File: src/verilog/fed_pkg.sv
// Purpose: constants and types for the SPI frame error detector.
// Assumes: mclk_i at 40 MHz; serial clock idles high, at most 5 MHz.
// Notes: serial addresses are six bits, as carried in the packet.
// Function
// - Frame error flag is bit 9 of error_flags, serial pair 0x24:0x25.
// - Set the flag when a frame's clock edge count is not a packet length.
// - Set the flag when the first MOSI bit of a frame is one.
// - Manchester path frame errors set the same flag.
// - Idle falling clock edges spoil the next frame's count; flag then set.
// - With 16-bit packets any idle low clock sets the flag.
// - Early edge after a read may discard it; reply uses last valid read.
// - 16-bit late edge after a read keeps it; next reply may be corrupt.
// - 20-bit late edge after a read leaves the read intact.
// - Early edge after a write may discard the write.
// - Late edge after a write performs it; in 16-bit mode it still sets the flag.
// - 20-bit idle edges may set the flag falsely, rarely.
// - 21-bit packets ignore idle clock edges.
// - After power-up each idle device flags once; host clears flags.
// - 21-bit MISO: 16 data, 4 CRC, CRC MSB repeated; host skips it.
package fed_pkg;

    // ************************************************************
    // Register map and field layout
    // ************************************************************
    localparam logic [5:0] ADDR_ERR_HI = 6'h24;
    localparam logic [5:0] ADDR_ERR_LO = 6'h25;
    localparam int ERR_FRAME_BIT = 9;
    localparam logic [15:0] ERR_RESET = 16'h0000;

    // ************************************************************
    // Packet lengths and shifter sizes
    // ************************************************************
    localparam int PKT_W = 21;
    localparam logic [4:0] LEN16 = 5'h10;
    localparam logic [4:0] LEN20 = 5'h14;
    localparam logic [4:0] LEN21 = 5'h15;
    localparam logic [4:0] CNT_MAX = 5'h1f;
    localparam int WR_BIT = 14;

    // ************************************************************
    // Timing: the early-edge window after chip select rises
    // ************************************************************
    localparam int CLK_MHZ = 40;
    localparam int T_LATE_NS = 70;
    localparam int LATE_CYC = (T_LATE_NS * CLK_MHZ + 999) / 1000;
    localparam logic [2:0] LATE_CNT = 3'(LATE_CYC);

    // ************************************************************
    // Reply checksum
    // ************************************************************
    localparam logic [3:0] CRC_POLY = 4'h3;
    localparam logic [3:0] CRC_INIT = 4'hf;

    typedef enum logic [2:0] {
        MODE16 = 3'b001,
        MODE20 = 3'b010,
        MODE21 = 3'b100
    } pkt_mode_type;

    typedef enum logic [2:0] {
        ST_IDLE = 3'b001,
        ST_FRAME = 3'b010,
        ST_HOLD = 3'b100
    } fsm_type;

    // Serial checksum over the sixteen reply bits, MSB first.
    function automatic logic [3:0] crc4(input logic [15:0] d);
        logic [3:0] c;
        logic fb;
        c = CRC_INIT;
        for (int i = 15; i >= 0; i--) begin
            fb = c[3] ^ d[i];
            c = {c[2:0], 1'b0} ^ (fb ? CRC_POLY : 4'h0);
        end
        return c;
    endfunction

endpackage

File: src/verilog/shift_if.sv
// Purpose: carrier between frame control and the serial shifter.
// Assumes: all signals on mclk_i.
// Notes: edges are one-cycle pulses from synchronised pins.
`timescale 1ns/1ps
interface shift_if;
    logic sclk_rise;
    logic sclk_fall;
    logic sel;
    logic mosi;
    logic load;
    logic idle_shift;
    logic [fed_pkg::PKT_W-1:0] load_word;
    logic [fed_pkg::PKT_W-1:0] rx;
    logic [4:0] cnt;
    logic tx_bit;

    modport ctrl (
        output sclk_rise, sclk_fall, sel, mosi, load, idle_shift, load_word,
        input rx, cnt, tx_bit
    );
    modport shft (
        input sclk_rise, sclk_fall, sel, mosi, load, idle_shift, load_word,
        output rx, cnt, tx_bit
    );
endinterface

File: src/verilog/pin_sync.sv
// Purpose: two-flop synchroniser for the serial pins.
// Assumes: inputs are asynchronous to clk_i.
// Notes: only the second stage leaves the module.
`timescale 1ns/1ps
module pin_sync #(
    parameter int W = 3
) (
    input wire logic clk_i,
    input wire logic rst_b_i,
    input wire logic [W-1:0] d_i,
    output logic [W-1:0] q_o
);
    typedef struct packed {
        logic [W-1:0] s1;
        logic [W-1:0] s2;
    } sync_type;

    sync_type r;
    sync_type n;

    // Reset to all ones: chip select and clock idle high.
    always_comb begin
        n.s1 = d_i;
        n.s2 = r.s1;
    end

    always_ff @(posedge clk_i) begin
        if (!rst_b_i) begin
            r <= '1;
        end else begin
            r <= n;
        end
    end

    assign q_o = r.s2;
endmodule // pin_sync

File: src/verilog/spi_shifter.sv
// Purpose: receive and transmit shift registers with edge counter.
// Assumes: edge pulses already synchronised to clk_i.
// Notes: an idle shift lets stray clocks walk the reply out of place.
`timescale 1ns/1ps
module spi_shifter (
    input wire logic clk_i,
    input wire logic rst_b_i,
    shift_if.shft s
);
    typedef struct packed {
        logic [fed_pkg::PKT_W-1:0] rx;
        logic [fed_pkg::PKT_W-1:0] tx;
        logic [4:0] cnt;
    } shreg_type;

    shreg_type r;
    shreg_type n;

    // Load clears the frame; MOSI enters on rising edges, MISO moves on
    // falling edges once the frame has begun, so the MSB survives a
    // leading falling edge.
    always_comb begin
        n = r;
        if (s.load) begin
            n.tx = s.load_word;
            n.rx = '0;
            n.cnt = '0;
        end else begin
            if (s.sel && s.sclk_rise) begin
                n.rx = {r.rx[fed_pkg::PKT_W-2:0], s.mosi};
                if (r.cnt != fed_pkg::CNT_MAX) begin
                    n.cnt = r.cnt + 5'h01;
                end
            end
            if (s.sclk_fall &&
                ((s.sel && r.cnt != 5'h00) || s.idle_shift)) begin
                n.tx = {r.tx[fed_pkg::PKT_W-2:0], 1'b0};
            end
        end
    end

    always_ff @(posedge clk_i) begin
        if (!rst_b_i) begin
            r <= '0;
        end else begin
            r <= n;
        end
    end

    assign s.rx = r.rx;
    assign s.cnt = r.cnt;
    assign s.tx_bit = r.tx[fed_pkg::PKT_W-1];
endmodule // spi_shifter

File: src/verilog/spi_frame_error_detector.sv
// Purpose: SPI peripheral frame checking with the error flag register.
// Assumes: host drives chip select, clock and MOSI; clock may be shared.
// Notes: packet length is learned from each well-formed frame.
`timescale 1ns/1ps
module spi_frame_error_detector (
    input wire logic mclk_i,
    input wire logic rst_b_i,
    input wire logic cs_b_i,
    input wire logic sclk_i,
    input wire logic mosi_i,
    input wire logic manch_frame_err_i,
    output logic miso_o,
    output logic miso_oe_o,
    output logic frame_error_flag_o
);

    // ************************************************************
    // State
    // ************************************************************
    typedef struct packed {
        fed_pkg::fsm_type st;
        fed_pkg::pkt_mode_type mode;
        logic sclk_q;
        logic [15:0] err;
        logic [5:0] rd_addr;
        logic idle_bad;
        logic [2:0] win;
        logic cmd_ok;
        logic cmd_wr;
        logic [5:0] cmd_addr;
        logic [7:0] cmd_data;
        logic load;
        logic oe;
    } state_type;

    // start in 16-bit mode so idle edges count until a length is seen
    localparam state_type RST = '{
        st: fed_pkg::ST_IDLE,
        mode: fed_pkg::MODE16,
        sclk_q: 1'b1,
        err: fed_pkg::ERR_RESET,
        rd_addr: 6'h00,
        idle_bad: 1'b0,
        win: 3'h0,
        cmd_ok: 1'b0,
        cmd_wr: 1'b0,
        cmd_addr: 6'h00,
        cmd_data: 8'h00,
        load: 1'b0,
        oe: 1'b0
    };

    state_type r;
    state_type n;
    logic [2:0] pins;
    logic sel;
    logic fall;
    logic rise;
    logic len_ok;
    logic [15:0] word;
    logic msb;
    fed_pkg::pkt_mode_type len_mode;
    logic frame_end;
    logic set_flag;
    logic commit;
    logic do_cmd;
    logic [15:0] clr;
    logic [15:0] resp;
    logic [3:0] crc;

    shift_if sh ();

    // ************************************************************
    // Pins and shifter
    // ************************************************************
    pin_sync #(
        .W(3)
    ) u_sync (
        .clk_i(mclk_i),
        .rst_b_i(rst_b_i),
        .d_i({cs_b_i, sclk_i, mosi_i}),
        .q_o(pins)
    );

    spi_shifter u_shift (
        .clk_i(mclk_i),
        .rst_b_i(rst_b_i),
        .s(sh.shft)
    );

    // Edges come from the synchronised level against its last value.
    assign sel = !pins[2];
    assign fall = r.sclk_q && !pins[1];
    assign rise = !r.sclk_q && pins[1];
    assign frame_end = (r.st == fed_pkg::ST_FRAME) && !sel;

    // reply is data, checksum, then the checksum MSB once more
    assign resp = (r.rd_addr == fed_pkg::ADDR_ERR_HI ||
                   r.rd_addr == fed_pkg::ADDR_ERR_LO) ? r.err : 16'h0000;
    assign crc = fed_pkg::crc4(resp);

    assign sh.sclk_rise = rise;
    assign sh.sclk_fall = fall;
    assign sh.sel = sel;
    assign sh.mosi = pins[0];
    assign sh.load = r.load;
    assign sh.load_word = {resp, crc, crc[3]};
    // only 16-bit mode lets idle edges walk the loaded reply
    // 20-bit and 21-bit replies stay put between frames
    assign sh.idle_shift = (r.mode == fed_pkg::MODE16) && !sel;

    // ************************************************************
    // Packet decode
    // ************************************************************
    // a 21-bit frame is the 20-bit frame shifted one place left
    always_comb begin
        len_ok = 1'b1;
        len_mode = fed_pkg::MODE16;
        word = sh.rx[15:0];
        if (sh.cnt == fed_pkg::LEN21) begin
            len_mode = fed_pkg::MODE21;
            word = sh.rx[20:5];
        end else if (sh.cnt == fed_pkg::LEN20) begin
            len_mode = fed_pkg::MODE20;
            word = sh.rx[19:4];
        end else if (sh.cnt != fed_pkg::LEN16) begin
            len_ok = 1'b0;
        end
        msb = word[15];
    end

    // ************************************************************
    // Frame control and error register
    // ************************************************************
    // Commands wait out the early-edge window before they take effect,
    // because an edge inside it means the frame itself may be damaged.
    always_comb begin
        n = r;
        n.sclk_q = pins[1];
        n.load = 1'b0;
        n.oe = sel;
        // Manchester frame errors share the flag
        set_flag = manch_frame_err_i;
        commit = 1'b0;
        clr = 16'h0000;
        unique case (r.st)
            fed_pkg::ST_IDLE: begin
                // any idle low clock in 16-bit mode spoils the count
                if (fall && r.mode == fed_pkg::MODE16) begin
                    n.idle_bad = 1'b1;
                end
                if (sel) begin
                    n.st = fed_pkg::ST_FRAME;
                end
            end
            fed_pkg::ST_FRAME: begin
                if (!sel) begin
                    n.st = fed_pkg::ST_HOLD;
                    n.win = fed_pkg::LATE_CNT;
                    // coincident edge drops command
                    // A stray edge close behind chip select reaches the
                    // synchronisers with it, so it must count as early.
                    n.cmd_ok = len_ok && !msb && !fall;
                    n.cmd_wr = word[fed_pkg::WR_BIT];
                    n.cmd_addr = word[13:8];
                    n.cmd_data = word[7:0];
                    n.idle_bad = fall && (r.mode != fed_pkg::MODE21);
                    // wrong count; leading one; idle edges
                    if (!len_ok || msb || r.idle_bad) begin
                        set_flag = 1'b1;
                    end
                    if (len_ok) begin
                        n.mode = len_mode;
                    end
                end
            end
            fed_pkg::ST_HOLD: begin
                n.win = r.win - 3'h1;
                if (fall) begin
                    // an early edge drops the pending command
                    n.cmd_ok = 1'b0;
                    // 20-bit mode only flags edges in this window
                    // 21-bit mode never flags idle edges
                    if (r.mode != fed_pkg::MODE21) begin
                        n.idle_bad = 1'b1;
                    end
                end
                if (r.win == 3'h1 || sel) begin
                    commit = 1'b1;
                    n.load = 1'b1;
                    n.st = sel ? fed_pkg::ST_FRAME : fed_pkg::ST_IDLE;
                end
            end
            default: begin
                n = RST;
            end
        endcase
        do_cmd = commit && r.cmd_ok && !fall;
        if (do_cmd && r.cmd_wr) begin
            // a late edge does not stop the write; in 16-bit mode the flag comes later
            if (r.cmd_addr == fed_pkg::ADDR_ERR_HI) begin
                clr = {r.cmd_data, 8'h00};
            end else if (r.cmd_addr == fed_pkg::ADDR_ERR_LO) begin
                clr = {8'h00, r.cmd_data};
            end
        end else if (do_cmd) begin
            // a discarded read leaves the last valid address in place
            n.rd_addr = r.cmd_addr;
        end
        // write-one-to-clear only, and a new event beats the clear
        n.err = r.err & ~clr;
        // the flag lives at bit 9 of the error register
        if (set_flag) begin
            n.err[fed_pkg::ERR_FRAME_BIT] = 1'b1;
        end
    end

    always_ff @(posedge mclk_i) begin
        if (!rst_b_i) begin
            r <= RST;
        end else begin
            r <= n;
        end
    end

    // The reply bit is a shifter flop; enable and flag are local flops.
    assign miso_o = sh.tx_bit;
    assign miso_oe_o = r.oe;
    assign frame_error_flag_o = r.err[fed_pkg::ERR_FRAME_BIT];
endmodule // spi_frame_error_detector

File: config.mk
export PLATFORM = sky130hd
export DESIGN_NAME = spi_frame_error_detector
export DESIGN_NICKNAME = d
export VERILOG_FILES = /design/src/verilog/fed_pkg.sv /design/src/verilog/shift_if.sv /design/src/verilog/pin_sync.sv /design/src/verilog/spi_shifter.sv /design/src/verilog/spi_frame_error_detector.sv
export SDC_FILE = /design/constraint.sdc
export NUM_CORES = 1
export LEC_CHECK = 0
export BUFFER_PORTS_ARGS = -buffer_cell sky130_fd_sc_hd__buf_2
export CAP_MARGIN = 0
export CORE_UTILIZATION = 50
export DETAILED_ROUTE_END_ITERATION = 12
export PLACE_DENSITY = 0.8
export SKIP_LAST_GASP = 1
export SYNTH_ARGS = -nofsm -noshare
export SYNTH_HDL_FRONTEND = slang
export SYNTH_SLANG_ARGS = --single-unit
File: constraint.sdc
create_clock -name mclk_i -period 1.85 [get_ports mclk_i]
set_clock_uncertainty 0.05 [all_clocks]
set_input_delay 0.2775 -clock mclk_i [delete_from_list [all_inputs] [get_ports mclk_i]]
set_output_delay 0.2775 -clock mclk_i [all_outputs]
set_load 0.02 [all_outputs]
==> impl_metrics.csv, run 1 <==
group,metric,value,unit
status,status,"completed",
clocking,clkLatencyLatePin,370,ps
critical_path,r2r_end,"u_shift.r[8]",
logic_synthesis,syn_area,0.00475,mm2
final_layout,layout-drive-gt1-share,17.5,%
global_route,grt_max_degree,34,
critical_path,critPathKind,"reg -> reg",
clocking,clockBufferDepth,2,
floorplanning,design.die.area,0.00990,mm2
route,met1_length,4.95,mm
floorplanning,placeableCoreArea,0.00924,mm2
clocking,htree_levels,3,
global_route,grt_pass1_wl,18.0,mm
route,wl_per_cell,15.2,um
route,drt_iter0_drc,152,
power_and_ir_drop,netSwitchingFraction,22.6,%
critical_path,reg2reg_depth,6,
global_route,grtUsageTotal,23.0,%
global_route,antenna_found_initial,0,
final_layout,mostFrequentLayoutCell,"dfxtp_1",
final_layout,final_cell_mix,"dfxtp_1 (96), nand2_1 (93), a21oi_1 (80)",
floorplanning,start_util,51.5,%
floorplanning,die_h,99.5,um
hold_path,min-delay-start,"mosi_i",
final_layout,diodes,0,
critical_path,slowest_stage,"xnor3_2",
sta,finalHoldViolCount,0,
clocking,cts.sinks,103,
critical_path,r2r_slack,10,ps
route,drcViolationCount,0,
logic_synthesis,synth_cell_types,54,
critical_path,crit_buf_inv,1,
critical_path,crit_top_cell,"xnor2_1",
floorplanning,ios,9,
logic_synthesis,yosysWarnings,0,
logic_synthesis,synthFlopType,"dfxtp_1",
place,gp_congestion,0.865,
sta,period_share,99.3,%
power_and_ir_drop,power_density,703,mW/mm2
power_and_ir_drop,pwr-share-seq,57.5,%
route,vias,4044,
route,viasPerCell,5.59,
critical_path,cp-start-kind,"flop",
critical_path,cp-end-kind,"flop",
critical_path,cp_max_fo,3,
power_and_ir_drop,design_power_total,3.89,mW
global_route,grt_overflow,0,
flow_run,cap_violations,0,
sta,min_period,1840,ps
logic_synthesis,syn_nets,576,
clocking,root_buffer,"clkbuf_8",
place,place_ws,-107,ps
logic_synthesis,ys_seq_elements,103,
power_and_ir_drop,power.switching,0.881,mW
clocking,numCtsBuffers,9,
power_and_ir_drop,irDropWorstVdd,454,uV
global_route,grt_pass1_vias,3828,
critical_path,critPathMaxStageDelay,500,ps
floorplanning,rows,35,
critical_path,critical-path-top-delay-family,"XOR/XNOR gates",
power_and_ir_drop,internal-power,3.01,mW
final_layout,area_growth_syn_to_layout,16.5,%
clocking,path_clk_slew,90,ps
hold_path,hp-class,"in -> reg",
power_and_ir_drop,p_comb_share,5.0,%
critical_path,regToRegStartpoint,"r[39]",
critical_path,worstPathRequired,2070,ps
route,highest_layer,"met4",
route,ant_nets,0,
logic_synthesis,synth-edff-count,0,
route,met2_length,5.40,mm
sta,maxSlewViolCount,0,
sta,max_freq,544,MHz
route,dr.pass1.iters,5,
logic_synthesis,syn-mean-instance-area,8.43,um2
place,dp_hpwl,7.44,mm
power_and_ir_drop,p_clk_share,37.5,%
route,wl,11.0,mm
sta,slew_headroom,66.0,%
hold_path,holdPathEnd,"u_sync.n[0]",
final_layout,fin_nets,602,
route,wl_met3,379,um
clocking,tritoncts,"done",
floorplanning,die-width,99.5,um
place,portBuffers,8,
sta,tightest_slew,507,ps
sta,setup_violations,0,
final_layout,fin_util,59.9,%
critical_path,crit_arrival,2060,ps
logic_synthesis,synthArstFlopShare,0,%
sta,rsz0062_at_grt,"yes",
critical_path,path_cells,"buf_4 > xnor2_1 > xnor3_2 > xnor2_2 > xnor2_1 > a221oi_2",
power_and_ir_drop,p_leak,2.01,nW
logic_synthesis,ys_seq_area_share,43.4,%
logic_synthesis,synth_cells,564,
sta,finalWorstSetupSlack,13.0,ps
hold_path,worstHoldPathCells,2,
[synthesized netlist by cell type, drive strengths merged (2+ instances only)]
master,number,area share (%)
a21o,2,0.32
a22oi,4,0.63
ha,6,1.6
inv,9,0.71
nand2,94,7.4
a22o,10,1.8
nor2b,5,0.66
nor2,19,1.5
nand3,21,2.2
nand3b,2,0.32
nor3b,4,0.63
nand2b,13,1.7
o21a,19,3.0
clkbuf,30,2.4
o211ai,5,0.79
or3b,2,0.37
mux2i,3,0.63
buf,6,0.63
and3,2,0.26
a21oi,80,8.4
a221oi,3,0.68
nor3,3,0.55
o21bai,2,0.32
and2,19,2.5
o21ai,40,4.2
dfxtp,103,43
xor2,5,0.92
xnor2,17,3.1
xnor3,7,3.4
o22ai,6,0.79
o31ai,4,0.63
and3b,2,0.37
nor4b,4,0.74
[what timing repair did]
| action | in CTS | in global routing |
|---|---|---|
| gates resized for setup | 5 | 32 |
| endpoints found under the setup margin | 21 | 49 |
| pin swaps | 3 | 23 |
| buffers inserted | 1 | 2 |
| gates cloned | 0 | 1 |
| hold buffers | 0 | 0 |
[worst max path at each step]
stage               cells past startpoint           end             start
floorplan                               7  u_shift.r[9]  u_shift.s.cnt[0]
CTS                                     6  u_shift.r[6]             r[38]
finish                                  6  u_shift.r[8]             r[39]
detailed placement                      5  u_shift.r[9]             r[38]
global route                            6  u_shift.r[6]             r[31]
global placement                        5  u_shift.r[6]             r[38]
[registers in the layout (all words and copies together) (netlist names), 3 cells and up]
register / flops
u_shift.s.rx: 21
u_sync.q_o: 3
u_shift.r: 20
u_sync.n: 3
r: 47
u_shift.s.cnt: 5
[per-stage QoR]
stage	cell area, um2	TNS, ps	instances	hold slack, ps
6_report	5540	0	723	35.1
3_5_place_dp	5150	-363	704	354
4_1_cts	5380	-18.7	720	24.5
5_1_grt	5540	-444	723	28.5
3_3_place_gp	5150	-20.4	704	338
2_1_floorplan	4770	-15.5	564	329
[power groups by stage]
stage                     combinational, mW  clock (mW)  sequential, mW
after floorplan                       0.115           0            2.29
after global placement                0.176           0            2.29
after detailed placement              0.180           0            2.29
after CTS                             0.182        1.48            2.24
after global routing                  0.211        1.58            2.24
final                                 0.195        1.46            2.24
[layout make-up]
class / count / area [um2]
clock inverters: 2 / 38.8
multi-input cells: 415 / 2650
clock buffers: 13 / 160
fillers: 786 / 3700
flip-flops and latches: 103 / 2080
repair buffers: 51 / 405
inverters: 10 / 40.0
well taps: 129 / 161
[cells by family after synthesis]
group,after synthesis,synth area share [%]
AND/OR/NAND/NOR,193,19.8
AO/OA/AOI/OAI,184,23.4
flip-flops,103,43.4
buffers and inverters,46,3.79
XOR/XNOR,29,7.50
adder cells (fa/ha/maj),6,1.58
multiplexers,3,0.632
[layer usage]
metal	up-vias	track usage, %
met5	-	0
met4	0	7.35
met3	25	4.85
met2	76	39.8
met1	1931	28.8
li1	2012	-
Power figures use the tool's default switching activity.
==> inputs of run 2 (changes only) <==
Settings changed: CORE_UTILIZATION 50 to 56, GPL_ROUTABILITY_DRIVEN from default to 0, PLACE_DENSITY 0.8 to 0.87, TNS_END_PERCENT from default to 5.
==> run 2 against run 1 <==
Against the previous run:
- the run now ends with negative setup slack left
- critical path depth shrank 1
- utilization is 6.3 points higher
- wire length is 3.6% higher
- non-clock buffer count decreased by 2
- global-route usage rose by 3.0 points
- sequential power about the same
- register-to-register slack got worse by 30 ps
- sequential cell count did not move
- highest routed layer unchanged
- clock power down 9%
==> impl_metrics.csv, run 2 (same netlist as run 1, synthesis figures left out) <==
group,metric,value,unit
sta,finalSetupTns,-17.8,ps
sta,tightest_slew,509,ps
floorplanning,design.die.area,0.00886,mm2
critical_path,crit_buf_inv,0,
critical_path,critPathMaxStageDelay,490,ps
status,violations,"negative setup slack",
route,viasPerCell,5.95,
hold_path,hp-class,"in -> reg",
sta,max_freq,536,MHz
flow_run,cap_violations,0,
critical_path,critical-path-top-delay-family,"XOR/XNOR gates",
sta,slew_headroom,65.8,%
final_layout,largest_reg_flops,47,
global_route,grt_pass1_vias,3818,
critical_path,cp-end-kind,"flop",
floorplanning,placeableCoreArea,0.00822,mm2
clocking,root_buffer,"clkbuf_8",
route,vias,4154,
floorplanning,start_util,57.9,%
route,ant_nets,0,
critical_path,critPathKind,"reg -> reg",
sta,maxSlewViolCount,0,
status,status,"complete, but fails checks",
route,wl,11.4,mm
floorplanning,rows,33,
global_route,grt_pass1_wl,18.0,mm
final_layout,final_cell_mix,"dfxtp_1 (100), nand2_1 (93), a21oi_1 (79)",
route,drcViolationCount,0,
floorplanning,die_h,94.1,um
global_route,grt_max_degree,27,
critical_path,cp_max_fo,5,
final_layout,area_growth_syn_to_layout,14.4,%
final_layout,top_register,"r",
global_route,grt_overflow,0,
sta,min_period,1870,ps
place,place_ws,-146,ps
floorplanning,ios,9,
global_route,antenna_found_initial,0,
clocking,clkLatencyLatePin,370,ps
final_layout,diodes,0,
clocking,path_clk_slew,100,ps
power_and_ir_drop,power_density,691,mW/mm2
route,drt_iter0_drc,218,
critical_path,slowest_stage,"xnor3_1",
clocking,numCtsBuffers,9,
clocking,htree_levels,3,
route,wl_per_cell,16.3,um
floorplanning,die-width,94.1,um
power_and_ir_drop,design_power_total,3.76,mW
place,portBuffers,8,
route,dr.pass1.iters,5,
sta,finalWorstSetupSlack,-15.1,ps
global_route,grtUsageTotal,26.1,%
final_layout,fin_nets,600,
place,dp_hpwl,7.67,mm
sta,finalHoldViolCount,0,
critical_path,crit_arrival,2090,ps
clocking,tritoncts,"done",
final_layout,layout-drive-gt1-share,17.0,%
critical_path,crit_top_cell,"xnor2_1",
critical_path,worstPathRequired,2080,ps
clocking,cts.sinks,103,
clocking,clockBufferDepth,2,
critical_path,cp-start-kind,"flop",
critical_path,path_cells,"xnor3_1 > xnor2_2 > xnor2_1 > xnor2_1 > a221oi_1",
power_and_ir_drop,irDropWorstVdd,458,uV
power_and_ir_drop,p_leak,1.98,nW
sta,rsz0062_at_grt,"yes",
sta,setup_violations,2,
sta,period_share,101,%
final_layout,mostFrequentLayoutCell,"dfxtp_1",
## run 2: cell types whose count changed in the layout (fill, tap and decap cells not counted), moves of 2 or more
cell        delta
o21ai_0        +2
buf_4          -2
o21ai_1        -2
dfxtp_4        -3
clkbuf_1       -3
clkbuf_8       +2
clkinv_2       +2
dfxtp_1        +4
clkinvlp_4     +3
## run 2: power breakdown
group	internal, mW	switching, mW
Sequential	2.23	0.0117
Clock	0.559	0.771
Combinational	0.0747	0.112
## run 2: per-layer routing
metal | track usage (%) | routed length (um)
met1 | 31.8 | 4840
met2 | 44.4 | 5650
met3 | 5.34 | 545
met4 | 10.9 | 354
met5 | 0 | 0
## run 2: worst paths after layout
path / start / slack [ps] / to / depth (start not counted)
setup / recovery: r[38] / -20 / u_shift.r[6] / 5
hold / removal: mosi_i / 40 / u_sync.n[0] / 2
setup reg to reg: r[38] / -20 / u_shift.r[6] / 5
hold reg to reg: u_sync.n[1] / 370 / u_sync.q_o[1] / 1
## run 2: stage by stage
stage                     utilization (%)  cell area, um2  std cells  hold WS [ps]
after floorplan                         -            4760        564           329
after global placement               62.3            5120        680           338
after detailed placement             62.3            5120        680           348
after CTS                            64.6            5310        696          40.3
after global routing                 66.2            5440        698          40.0
final                                66.2            5440        698          40.6
## run 2: area by class of cell
type / instances / area (um2)
Clock buffer: 11 / 151
Clock inverter: 5 / 32.5
Fill cell: 628 / 2780
Inverter: 10 / 40.0
Multi-Input combinational cell: 415 / 2630
Sequential cell: 103 / 2070
Tap cell: 105 / 131
Timing Repair Buffer: 49 / 390
## run 2: what timing repair did
| item | 4_1_cts | 5_1_grt |
|---|---|---|
| hold buffers | 0 | 0 |
| setup buffers | 0 | 1 |
| resized for setup | 3 | 25 |
| setup endpoints to repair | 27 | 47 |
| pin swaps | 0 | 7 |
| endpoints found under the hold margin | 0 | 0 |
| cloned | 0 | 1 |
==> inputs of run 3 (changes only) <==
Settings changed: PLACE_DENSITY 0.87 to default, PLACE_DENSITY_LB_ADDON from default to 0.15.
==> run 3 against run 2 <==
Against the previous run:
- the flow now finishes without violations
- critical path depth is 1 higher
- sequential share of layout area is 0.12 points higher
- utilization is 0.24 points lower
- count of clock-buffer cells in the layout is 1 lower
- clock power hardly changed
- global-route usage is 1.2 points lower
- die area stayed put
- wire length is 11% lower
- first-iteration DRC count is 1.8% lower
==> impl_metrics.csv, run 3 (same netlist as run 1, synthesis figures left out) <==
group,metric,value,unit
status,status,"completed",
floorplanning,placeableCoreArea,0.00822,mm2
sta,tightest_slew,554,ps
global_route,grt_max_degree,34,
critical_path,r2r_slack,60,ps
global_route,grt_pass1_wl,17.3,mm
power_and_ir_drop,p_leak,1.99,nW
floorplanning,die-width,94.1,um
final_layout,largest_reg_flops,47,
clocking,hold_buffers,0,
sta,holdWs,23.1,ps
clocking,cts.sinks,103,
global_route,antenna_found_initial,0,
sta,finalHoldViolCount,0,
critical_path,cp-start-kind,"flop",
clocking,path_clk_slew,110,ps
sta,min_period,1790,ps
final_layout,top_register,"r",
place,dp.cells,682,
final_layout,mostFrequentLayoutCell,"dfxtp_1",
hold_path,hp-class,"in -> reg",
clocking,tritoncts,"done",
hold_path,min-delay-start,"cs_b_i",
floorplanning,rows,33,
flow_run,cap_violations,0,
route,drcViolationCount,0,
place,portBuffers,8,
route,dr.pass1.iters,4,
final_layout,fin_nets,601,
sta,setup_violations,0,
critical_path,crit_arrival,2040,ps
power_and_ir_drop,design_power_total,3.79,mW
clocking,htree_levels,3,
route,wl_per_cell,14.5,um
floorplanning,ios,9,
route,vias,3911,
global_route,grt_overflow,0,
final_layout,final_cells,699,
clocking,clockBufferDepth,2,
place,dp_hpwl,7.18,mm
final_layout,final_cell_mix,"dfxtp_1 (99), nand2_1 (94), a21oi_1 (80)",
final_layout,layout-drive-gt1-share,16.2,%
critical_path,worstPathRequired,2090,ps
route,wl,10.1,mm
final_layout,fin_util,66.0,%
clocking,clkLatencyLatePin,380,ps
global_route,grt_pass1_vias,3702,
route,drt_iter0_drc,214,
route,viasPerCell,5.60,
floorplanning,design.die.area,0.00886,mm2
power_and_ir_drop,irDropWorstVdd,373,uV
critical_path,crit_start,"r[41]",
critical_path,cp_max_fo,4,
route,ant_nets,0,
sta,slew_headroom,62.8,%
power_and_ir_drop,power_density,699,mW/mm2
sta,finalSetupTns,0,ps
global_route,grtUsageTotal,24.9,%
floorplanning,start_util,57.9,%
clocking,numCtsBuffers,9,
sta,period_share,97.0,%
critical_path,critPathKind,"reg -> reg",
sta,rsz0062_at_grt,"yes",
sta,max_freq,557,MHz
floorplanning,die_h,94.1,um
critical_path,cp-end-kind,"flop",
clocking,root_buffer,"clkbuf_8",
final_layout,area_growth_syn_to_layout,14.0,%
final_layout,diodes,0,
final_layout,fillers,685,
sta,maxSlewViolCount,0,
critical_path,regToRegStartpoint,"r[41]",
## run 3: changes by cell type in the layout (fill, tap and decap cells not counted), moves of 2 or more
cell	before	now
clkinv_4	0	3
clkinvlp_4	3	1
clkinv_2	2	0
dfxtp_2	2	4
buf_4	38	40
inv_1	7	9
## run 3: routing by layer
layer,wire length [um],track usage [%],vias to the layer above
met4,173,10.0,0
met5,0,0,-
met2,4770,40.6,50
met1,4910,33.2,1836
li1,-,-,2012
met3,253,2.91,13
## run 3: repair_timing
item                       4_1_cts  5_1_grt
setup endpoints to repair        4       41
gates resized for setup          4       14
buffers inserted                 1        0
pin swaps                        2        2
## run 3: worst paths after layout
kind                            depth (start not counted)             to
worst max-delay path                                    6   u_shift.r[8]
worst min-delay path                                    2    u_sync.n[2]
worst max register to register                          6   u_shift.r[8]
worst min register to register                          1  u_sync.q_o[2]
## run 3: final cells by class
cell class / instances / area [um2] / share of cell area [%]
Inverter: 10 / 37.5 / 0.693
Tap cell: 105 / 131 / 2.42
Multi-Input combinational cell: 415 / 2610 / 48.2
Sequential cell: 103 / 2070 / 38.1
Clock inverter: 6 / 53.8 / 0.993
Clock buffer: 10 / 138 / 2.54
Timing Repair Buffer: 50 / 380 / 7.02
## run 3: power by group
part           internal (mW)  switching, mW  total [mW]
sequential              2.23         0.0104        2.24
combinational         0.0776          0.112       0.189
clock                  0.547          0.812        1.36
total                   2.86          0.934        3.79
## run 3: critical path, cell delays in order, from the launching register on
cell and delay, ps:
dfxtp_1 330, buf_4 150, xnor2_1 170, xnor3_2 470, xor2_1 190, xnor2_1 150
a221oi_2 190
## run 3: through the flow
step	setup slack, ps	cell area, um2
floorplan	-21.6	4760
finish	56.0	5420
CTS	-4.21	5350
detailed placement	-57.0	5130
global route	-22.8	5420
global placement	32.8	5130
